--- src/arisq_consts.vh ---
`ifndef ARISQ_CONSTS_VH
`define ARISQ_CONSTS_VH
// Register map
`define ARISQ_SOFT_RESET_ADDR 8'h00
`define ARISQ_SOFT_RESET_BIT 0
`define ARISQ_SOFT_RESET_RST 8'h00
// Reset values of the status outputs
`define ARISQ_BUSY_RST 1'b1
`define ARISQ_APPLY_RST 1'b1
`define ARISQ_FLAG_RST 1'b0
// Calibration length in sampling-clock cycles
`define ARISQ_CAL_CYCLES 200000
// Fuse load length in cycles
`define ARISQ_FUSE_CYCLES 4
`endif

--- src/arisq_sequencer.v ---
`timescale 1ns/10ps
`include "arisq_consts.vh"

// Functional notes
// - On reset release device loads fuse defaults, then calibrates about 200000 cycles.
// - Writing one to bit 0 at address global_soft_reset restores all register defaults.
// - Device clears the soft reset bit itself after defaults are restored.
// - Hardware and soft reset give identical default state at any time; here a soft reset write is ignored while busy is high.
module arisq_sequencer #(
   parameter CAL_CYCLES = `ARISQ_CAL_CYCLES,
   parameter FUSE_CYCLES = `ARISQ_FUSE_CYCLES
) (
   input wire clk,
   input wire rst,
   input wire reset_pin,
   input wire reference_config_pin,
   input wire serial_port_select,
   input wire wr_en,
   input wire [7:0] wr_addr,
   input wire [7:0] wr_data,
   input wire rd_en,
   input wire [7:0] rd_addr,
   output reg [7:0] rd_data,
   output reg busy,
   output reg fuse_load,
   output reg cal_run,
   output reg defaults_apply,
   output reg ref_level,
   output reg write_refused
);

////////////////////////////////////////////////////////////////////////
// Sequencer states; IDLE doubles as the state held during any reset
localparam ST_IDLE = 2'b00;
localparam ST_FUSE = 2'b01;
localparam ST_CAL = 2'b10;
localparam ST_READY = 2'b11;

// State and phase counter; 18 bits cover the default calibration length
reg [1:0] state_q;
reg [1:0] state_d;
reg [17:0] cnt_q;
reg [17:0] cnt_d;
// Self-clearing soft reset bit of the control register
reg soft_bit_q;
reg soft_bit_d;
// Decoded requests and terminal counts
wire soft_req;
wire pin_reset;
wire any_reset;
wire [17:0] fuse_end;
wire [17:0] cal_end;
wire fuse_last;
wire cal_last;

////////////////////////////////////////////////////////////////////////
// Request decode
// A soft reset is honoured only once calibration is over, so a stray
// write during start-up cannot restart the count from zero
assign soft_req = wr_en && !busy && (wr_addr == `ARISQ_SOFT_RESET_ADDR)
                  && wr_data[`ARISQ_SOFT_RESET_BIT];
// The pin acts exactly like the power-on reset for sequencing
assign pin_reset = rst || reset_pin;
// Both reset sources feed one path so the resulting state is the same
assign any_reset = pin_reset || soft_bit_q;

// Terminal counts of the two timed phases; counts above 18 bits wrap
assign fuse_end = FUSE_CYCLES[17:0] - 18'h0_0001;
assign cal_end = CAL_CYCLES[17:0] - 18'h0_0001;
assign fuse_last = (cnt_q == fuse_end);
assign cal_last = (cnt_q == cal_end);

////////////////////////////////////////////////////////////////////////
// Soft reset bit: set by a write, cleared by hardware one cycle later
always @* begin
   soft_bit_d = soft_bit_q;
   if (pin_reset) begin
      // Hardware reset beats the soft bit
      soft_bit_d = 1'b0;
   end else if (soft_req) begin
      soft_bit_d = 1'b1;
   end else if (soft_bit_q) begin
      soft_bit_d = 1'b0; // Self-clear once defaults are applied
   end
end

// Soft bit register; its reset comes through the next-value logic
always @(posedge clk) begin
   soft_bit_q <= soft_bit_d;
end

////////////////////////////////////////////////////////////////////////
// Next state: fuse load, then calibration, after any reset release
always @* begin
   state_d = state_q;
   cnt_d = cnt_q;
   if (any_reset) begin
      state_d = ST_IDLE;
      cnt_d = 18'h0_0000;
   end else begin
      case (state_q)
         ST_IDLE: begin
            // Defaults are loaded first, calibration follows
            state_d = ST_FUSE;
            cnt_d = 18'h0_0000;
         end
         ST_FUSE: begin
            if (fuse_last) begin
               state_d = ST_CAL;
               cnt_d = 18'h0_0000;
            end else begin
               cnt_d = cnt_q + 18'h0_0001;
            end
         end
         ST_CAL: begin
            // Count sampling-clock cycles of the calibration
            if (cal_last) begin
               state_d = ST_READY;
               cnt_d = 18'h0_0000;
            end else begin
               cnt_d = cnt_q + 18'h0_0001;
            end
         end
         ST_READY: begin
            state_d = ST_READY;
            cnt_d = 18'h0_0000;
         end
         default: begin
            state_d = ST_IDLE;
            cnt_d = 18'h0_0000;
         end
      endcase
   end
end

// State and counter registers
always @(posedge clk) begin
   state_q <= state_d;
   cnt_q <= cnt_d;
end

////////////////////////////////////////////////////////////////////////
// Busy covers reset, fuse load and calibration, so writes can be gated
always @(posedge clk) begin
   if (rst) begin
      busy <= `ARISQ_BUSY_RST;
   end else begin
      busy <= any_reset || (state_q != ST_READY);
   end
end

// Fuse load phase indicator
always @(posedge clk) begin
   if (rst) begin
      fuse_load <= `ARISQ_FLAG_RST;
   end else begin
      fuse_load <= !any_reset && (state_q == ST_FUSE);
   end
end

// Calibration phase indicator
always @(posedge clk) begin
   if (rst) begin
      cal_run <= `ARISQ_FLAG_RST;
   end else begin
      cal_run <= !any_reset && (state_q == ST_CAL);
   end
end

// Defaults are forced while any reset source is active
always @(posedge clk) begin
   if (rst) begin
      defaults_apply <= `ARISQ_APPLY_RST;
   end else begin
      defaults_apply <= any_reset;
   end
end

////////////////////////////////////////////////////////////////////////
// Reference strap is sampled while the pin holds the block in reset;
// a strap changed later is not seen until the next pin reset
always @(posedge clk) begin
   if (rst) begin
      ref_level <= `ARISQ_FLAG_RST;
   end else if (reset_pin) begin
      ref_level <= reference_config_pin;
   end
end

// Writes during calibration are dropped, and flagged for one cycle
always @(posedge clk) begin
   if (rst) begin
      write_refused <= `ARISQ_FLAG_RST;
   end else begin
      write_refused <= wr_en && busy;
   end
end

////////////////////////////////////////////////////////////////////////
// Read-back of the control register; zero when no read is made
always @(posedge clk) begin
   if (rst) begin
      rd_data <= `ARISQ_SOFT_RESET_RST;
   end else if (rd_en && (rd_addr == `ARISQ_SOFT_RESET_ADDR)) begin
      rd_data <= {7'h00, soft_bit_q}; // Shows the self-clear
   end else begin
      rd_data <= 8'h00;
   end
end

endmodule
--- config.mk ---
export PLATFORM = sky130hd
export DESIGN_NAME = arisq_sequencer
export DESIGN_NICKNAME = d
export VERILOG_FILES = /design/src/arisq_sequencer.v
export VERILOG_INCLUDE_DIRS = /design/src /design/src/src
export SDC_FILE = /design/constraint.sdc
export NUM_CORES = 1
export LEC_CHECK = 0
export ABC_AREA = 0
export BUFFER_PORTS_ARGS = -buffer_cell sky130_fd_sc_hd__buf_2
export CAP_MARGIN = 15
export CORE_MARGIN = 1.5
export CORE_UTILIZATION = 40
export DETAILED_ROUTE_END_ITERATION = 10
export GPL_ROUTABILITY_DRIVEN = 0
export PLACE_DENSITY = 0.66
export SYNTH_ARGS = -nofsm -noshare
export SYNTH_HDL_FRONTEND = slang
export SYNTH_SLANG_ARGS = --single-unit
--- constraint.sdc ---
create_clock -name clk -period 4.9 [get_ports clk]
set_clock_uncertainty 0.05 [all_clocks]
set_input_delay 0.245 -clock clk [delete_from_list [all_inputs] [get_ports clk]]
set_output_delay 0.245 -clock clk [all_outputs]
set_load 0.01 [all_outputs]
Word level (Yosys, flattened, before mapping):

Index checks and enable logic that the tools add are counted.

* $add $sub $neg: 1
* $mul: 0
* div/mod/pow operators: 0
* magnitude comparators: 0
* equality and inequality tests: 8
* shift-type cells: 0
* multiplexer cells: 7
* bitwise operators: 1
* reduce and logical (&&, ||, !) cells: 18

Operator list (number)
* case mux 18 bit (3 select lines): 1
* 2-to-1 mux 18 bit: 2
* adder 18 x 1 -> 18 bit (second input constant): 1
* equality test 18 bit (second input constant): 1
* equality test 18 x 2 -> 1 bit (second input constant): 1
* zero test 8 bit: 2
* case mux 2 bit (4 select lines): 1
* logical AND 1 bit: 7
* != test 2 bit (second input constant): 3
* equality test 2 bit (second input constant): 2
* 2-to-1 mux 2 bit: 2
* OR reduction 2 bit: 2
* logical OR 1 bit: 3
* equality test 2 x 1 -> 1 bit (second input constant): 1
* zero test 1 bit: 2
* zero test 2 bit: 1
* AND reduction 2 bit: 1
* 2-to-1 mux 1 bit: 1
* inverter 1 bit: 1

* flip-flop bits (word level): 35
* bits in latches: 0
* RAM bits: 0
* ROM bits: 0
* input bits: 31
* output and inout bits: 14
* logic and storage cells: 46
* memories: 0

Longest topological paths before layout:

* depth in word-level cells: 5
* mapped depth: 6
* gate-level depth less buffers: 5

Least setup slack after synthesis:

No wires, ideal clock.

* kind: reg2reg
* start: register cnt_q[0]
* end: register cnt_q[10]
* setup time: 0.119 ns
* arrival: 1.602 ns
* data required time: 4.731 ns
* path slack: 3.129 ns
* stages on the path, launching flop included: 7
* path buffers: 1
* period minus slack after synthesis: 1.771 ns
* cell sequence: dfxtp_1 > ha_1 > nand2_2 > or4_4 > o21ai_4 > buf_6 > a21oi_1

* word-level cells in the longest chain between the ends: 3
* elaborated cells on any way between the ends: 6
* those cells by class: add/sub: 1; eq/ne: 2; mux: 3

RTL lines
* start, declared: RTL line arisq_sequencer.v:42 `reg [17:0] cnt_q;`
* start signal, assigned: RTL line arisq_sequencer.v:139 `cnt_q <= cnt_d;`
* adder 18 x 1 -> 18 bit, or another cell as far along: RTL line arisq_sequencer.v:112, arisq_sequencer.v:121
* 2-to-1 mux 18 bit, on equally long branches: RTL line arisq_sequencer.v:117, arisq_sequencer.v:108
* case mux 18 bit (3 select lines) *: RTL line arisq_sequencer.v:101 `case (state_q)`

Mark *: on every way between the ends. The rest lies on a longest branch, timed or not.
A chain may end at the register's enable or synchronous reset.

Final worst setup path:

* start: register cnt_q[0]
* end: register cnt_q[17]

Same word-level chain as after synthesis.

==> results.sh <==
export IMPL_status="complete, no violations"
export IMPL_worst_r2r_cell_count=5
export IMPL_vias=1120
export IMPL_drt_initial_drc_count=17
export IMPL_fin_crit_ns=2.232
export IMPL_hold_end="write_refused"
export IMPL_hold_buffers=2
export IMPL_seqCellArea_sq_um=560.5
export IMPL_drtAntennaViolNets=0
export IMPL_setup_violations=0
export IMPL_drt_first_pass_iters=4
export IMPL_cts_max_level=1
export IMPL_syn_to_final_growth_pct=17.93
export IMPL_drc=0
export IMPL_first_global_vias=1099
export IMPL_critPathRequiredTime_ns=5.05
export IMPL_antenna_cells=0
export IMPL_cts_sink_count=28
export IMPL_mostFrequentLayoutCell="buf_2"
export IMPL_endpoint_kind="flop"
export IMPL_ys_seq_area_share_pct=43.41
export IMPL_cp_start_kind="flop"
export IMPL_async_flop_share_pct=0
export IMPL_grt_first_pass_wirelength_mm=4.381
export IMPL_ys_types=37
export IMPL_relSlewSlack_pct=49.25
export IMPL_yosysWarningCount=0
export IMPL_grt_total_usage_pct=15.84
export IMPL_rows=20
export IMPL_cts_buffer_depth=2
export IMPL_clk_pin_slew_ns=0.15
export IMPL_numCtsBuffers=3
export IMPL_antenna_found_initial=0
export IMPL_routed_wl_mm=2.678
export IMPL_hold_path_class="in2reg"
export IMPL_finalCritPeriodShare_pct=45.55
export IMPL_peakVddDrop_mv=0.2472
export IMPL_nets=204
export IMPL_die_h_um=59.82
export IMPL_grt_max_degree=19
export IMPL_syn_area_per_cell_sq_um=9.289
export IMPL_root_buffer="clkbuf_4"
export IMPL_cap_violations=0
export IMPL_cp_data_arrival_time_ns=2.39
export IMPL_whs_path_depth=2
export IMPL_rsz0062_at_grt="no"
export IMPL_multiInputGateArea_sq_um=664.4
export IMPL_mostFrequentLayoutCells="buf_2, dfxtp_1, a21oi_1"
export IMPL_post_cts_resize_count=0
export IMPL_ys_ff_latch=28
export IMPL_die_w_um=59.82
export IMPL_slew_violations=0
export IMPL_core_sq_um=3053
export IMPL_fillCellCount=313
export IMPL_reg2reg_to="cnt_q[17]"
export IMPL_ff2ff_setup_slack_ns=2.67
export IMPL_setup_tns_final_ns=0
export IMPL_place_hpwl_mm=1.951
export IMPL_grt_overflow=0
export IMPL_port_buffers=29
export IMPL_wire_per_inst_um=12.46
export IMPL_drive_gt1_share_pct=24.56
export IMPL_start_util_pct=42.30
export IMPL_ys_flop_type="dfxtp_1"
export IMPL_crit_fanout=18
export IMPL_post_cts_buffers=0
export IMPL_netlist_instances=139
export IMPL_dpl_cell_area_sq_um=1440
export IMPL_cts_tree="built"
export IMPL_clock_latency_ns=0.33
export IMPL_synth_edf_count=0
export IMPL_cellLeakagePower_nw=0.5421
export IMPL_crit_type="reg2reg"
export IMPL_hold_start="rst"
export IMPL_power_density_nw_per_um2=264.5
export IMPL_fin_area_sq_um=1523
export IMPL_worstMarginPinSlew_ns=0.7612
export IMPL_vias_per_cell=5.209
export IMPL_die_area_sq_um=3578
export IMPL_io_pins=45
export IMPL_r2r_start="cnt_q[0]"
export IMPL_fmax_ghz=0.4481
export IMPL_hold_viol=0
export IMPL_netlist_area_sq_um=1291
[logic make-up after synthesis]
family,count (synthesis),share of synthesized area [%]
other cells,1,0.2904
simple gates,56,26.36
flops,28,43.41
xor+xnor,13,8.818
compound gates,25,12.50
mux,1,0.7752
fa+ha+maj,1,0.9688
buf+inv,14,6.879
[state kept, by name, indices dropped and copies added, names as in the netlist]
signal and flops:
defaults_apply 1, write_refused 1, soft_bit_q 1, fuse_load 1
cal_run 1, ref_level 1, state_q 2, busy 1
cnt_q 18, rd_data 1
[per-stage QoR]
stage	std cells	hold slack, ns	power [mW]	worst slack, ns	util (%)
2_1_floorplan	145	0.2669	0.2479	3.129	-
3_3_place_gp	208	0.3240	0.2548	2.765	47.17
3_5_place_dp	208	0.3447	0.2557	2.709	47.17
4_1_cts	214	0.002050	0.4058	2.678	49.55
5_1_grt	215	0.05281	0.4170	2.510	49.88
6_report	215	0.06084	0.4027	2.668	49.88
[synthesized netlist by cell type, types with 2 or more instances]
library cell,instances,share of area [%]
o21ai_0,2,0.78
dfxtp_1,28,43
or3_1,2,0.97
inv_1,4,1.2
buf_4,7,4.1
xnor2_1,11,7.5
nand2_1,6,1.7
nor4b_1,5,3.4
a21oi_1,14,5.4
nor3_1,8,3.1
xor2_1,2,1.4
a22oi_1,3,1.7
nor2_1,5,1.5
nor4_1,8,3.9
buf_2,2,0.78
nand3_1,11,4.3
[worst max-delay path: stages, from the launching register on]
cell and delay [ns]:
dfxtp_1 0.39, ha_1 0.26, nor4b_1 0.34, nand3_1 0.22, o21ai_2 0.65, a22oi_1 0.20
[report_power, final]
group | switching, mW | internal (mW)
sequential | 0.000844 | 0.230
combinational | 0.0108 | 0.0104
clock | 0.0679 | 0.0828
[worst max path at each step]
stage                     startpoint         to  slack [ns]  cells after the start
after global routing        cnt_q[0]   cnt_q[1]        2.51                      5
final                       cnt_q[0]  cnt_q[17]        2.67                      5
after global placement      cnt_q[0]   cnt_q[1]        2.76                      5
after CTS                   cnt_q[0]  cnt_q[17]        2.68                      5
after floorplan             cnt_q[0]  cnt_q[10]        3.13                      6
after detailed placement    cnt_q[0]  cnt_q[17]        2.71                      5
[metal layers]
| layer | share of wire [%] | track usage [%] |
|---|---|---|
| met1 | 44 | 16.78 |
| met2 | 50 | 30.75 |
| met3 | 5.5 | 4.762 |
| met4 | 0.63 | 2.540 |
| met5 | 0 | 0 |
[area by class of cell]
class / count / share of cell area, %
clock buffer: 3 / 1.479
sequential: 28 / 36.81
timing repair buffer: 32 / 11.50
inverter: 4 / 0.9860
multi-input combinational: 103 / 43.63
clock inverter: 1 / 1.972
tap: 44 / 3.615
Power figures use the tool's default switching activity.
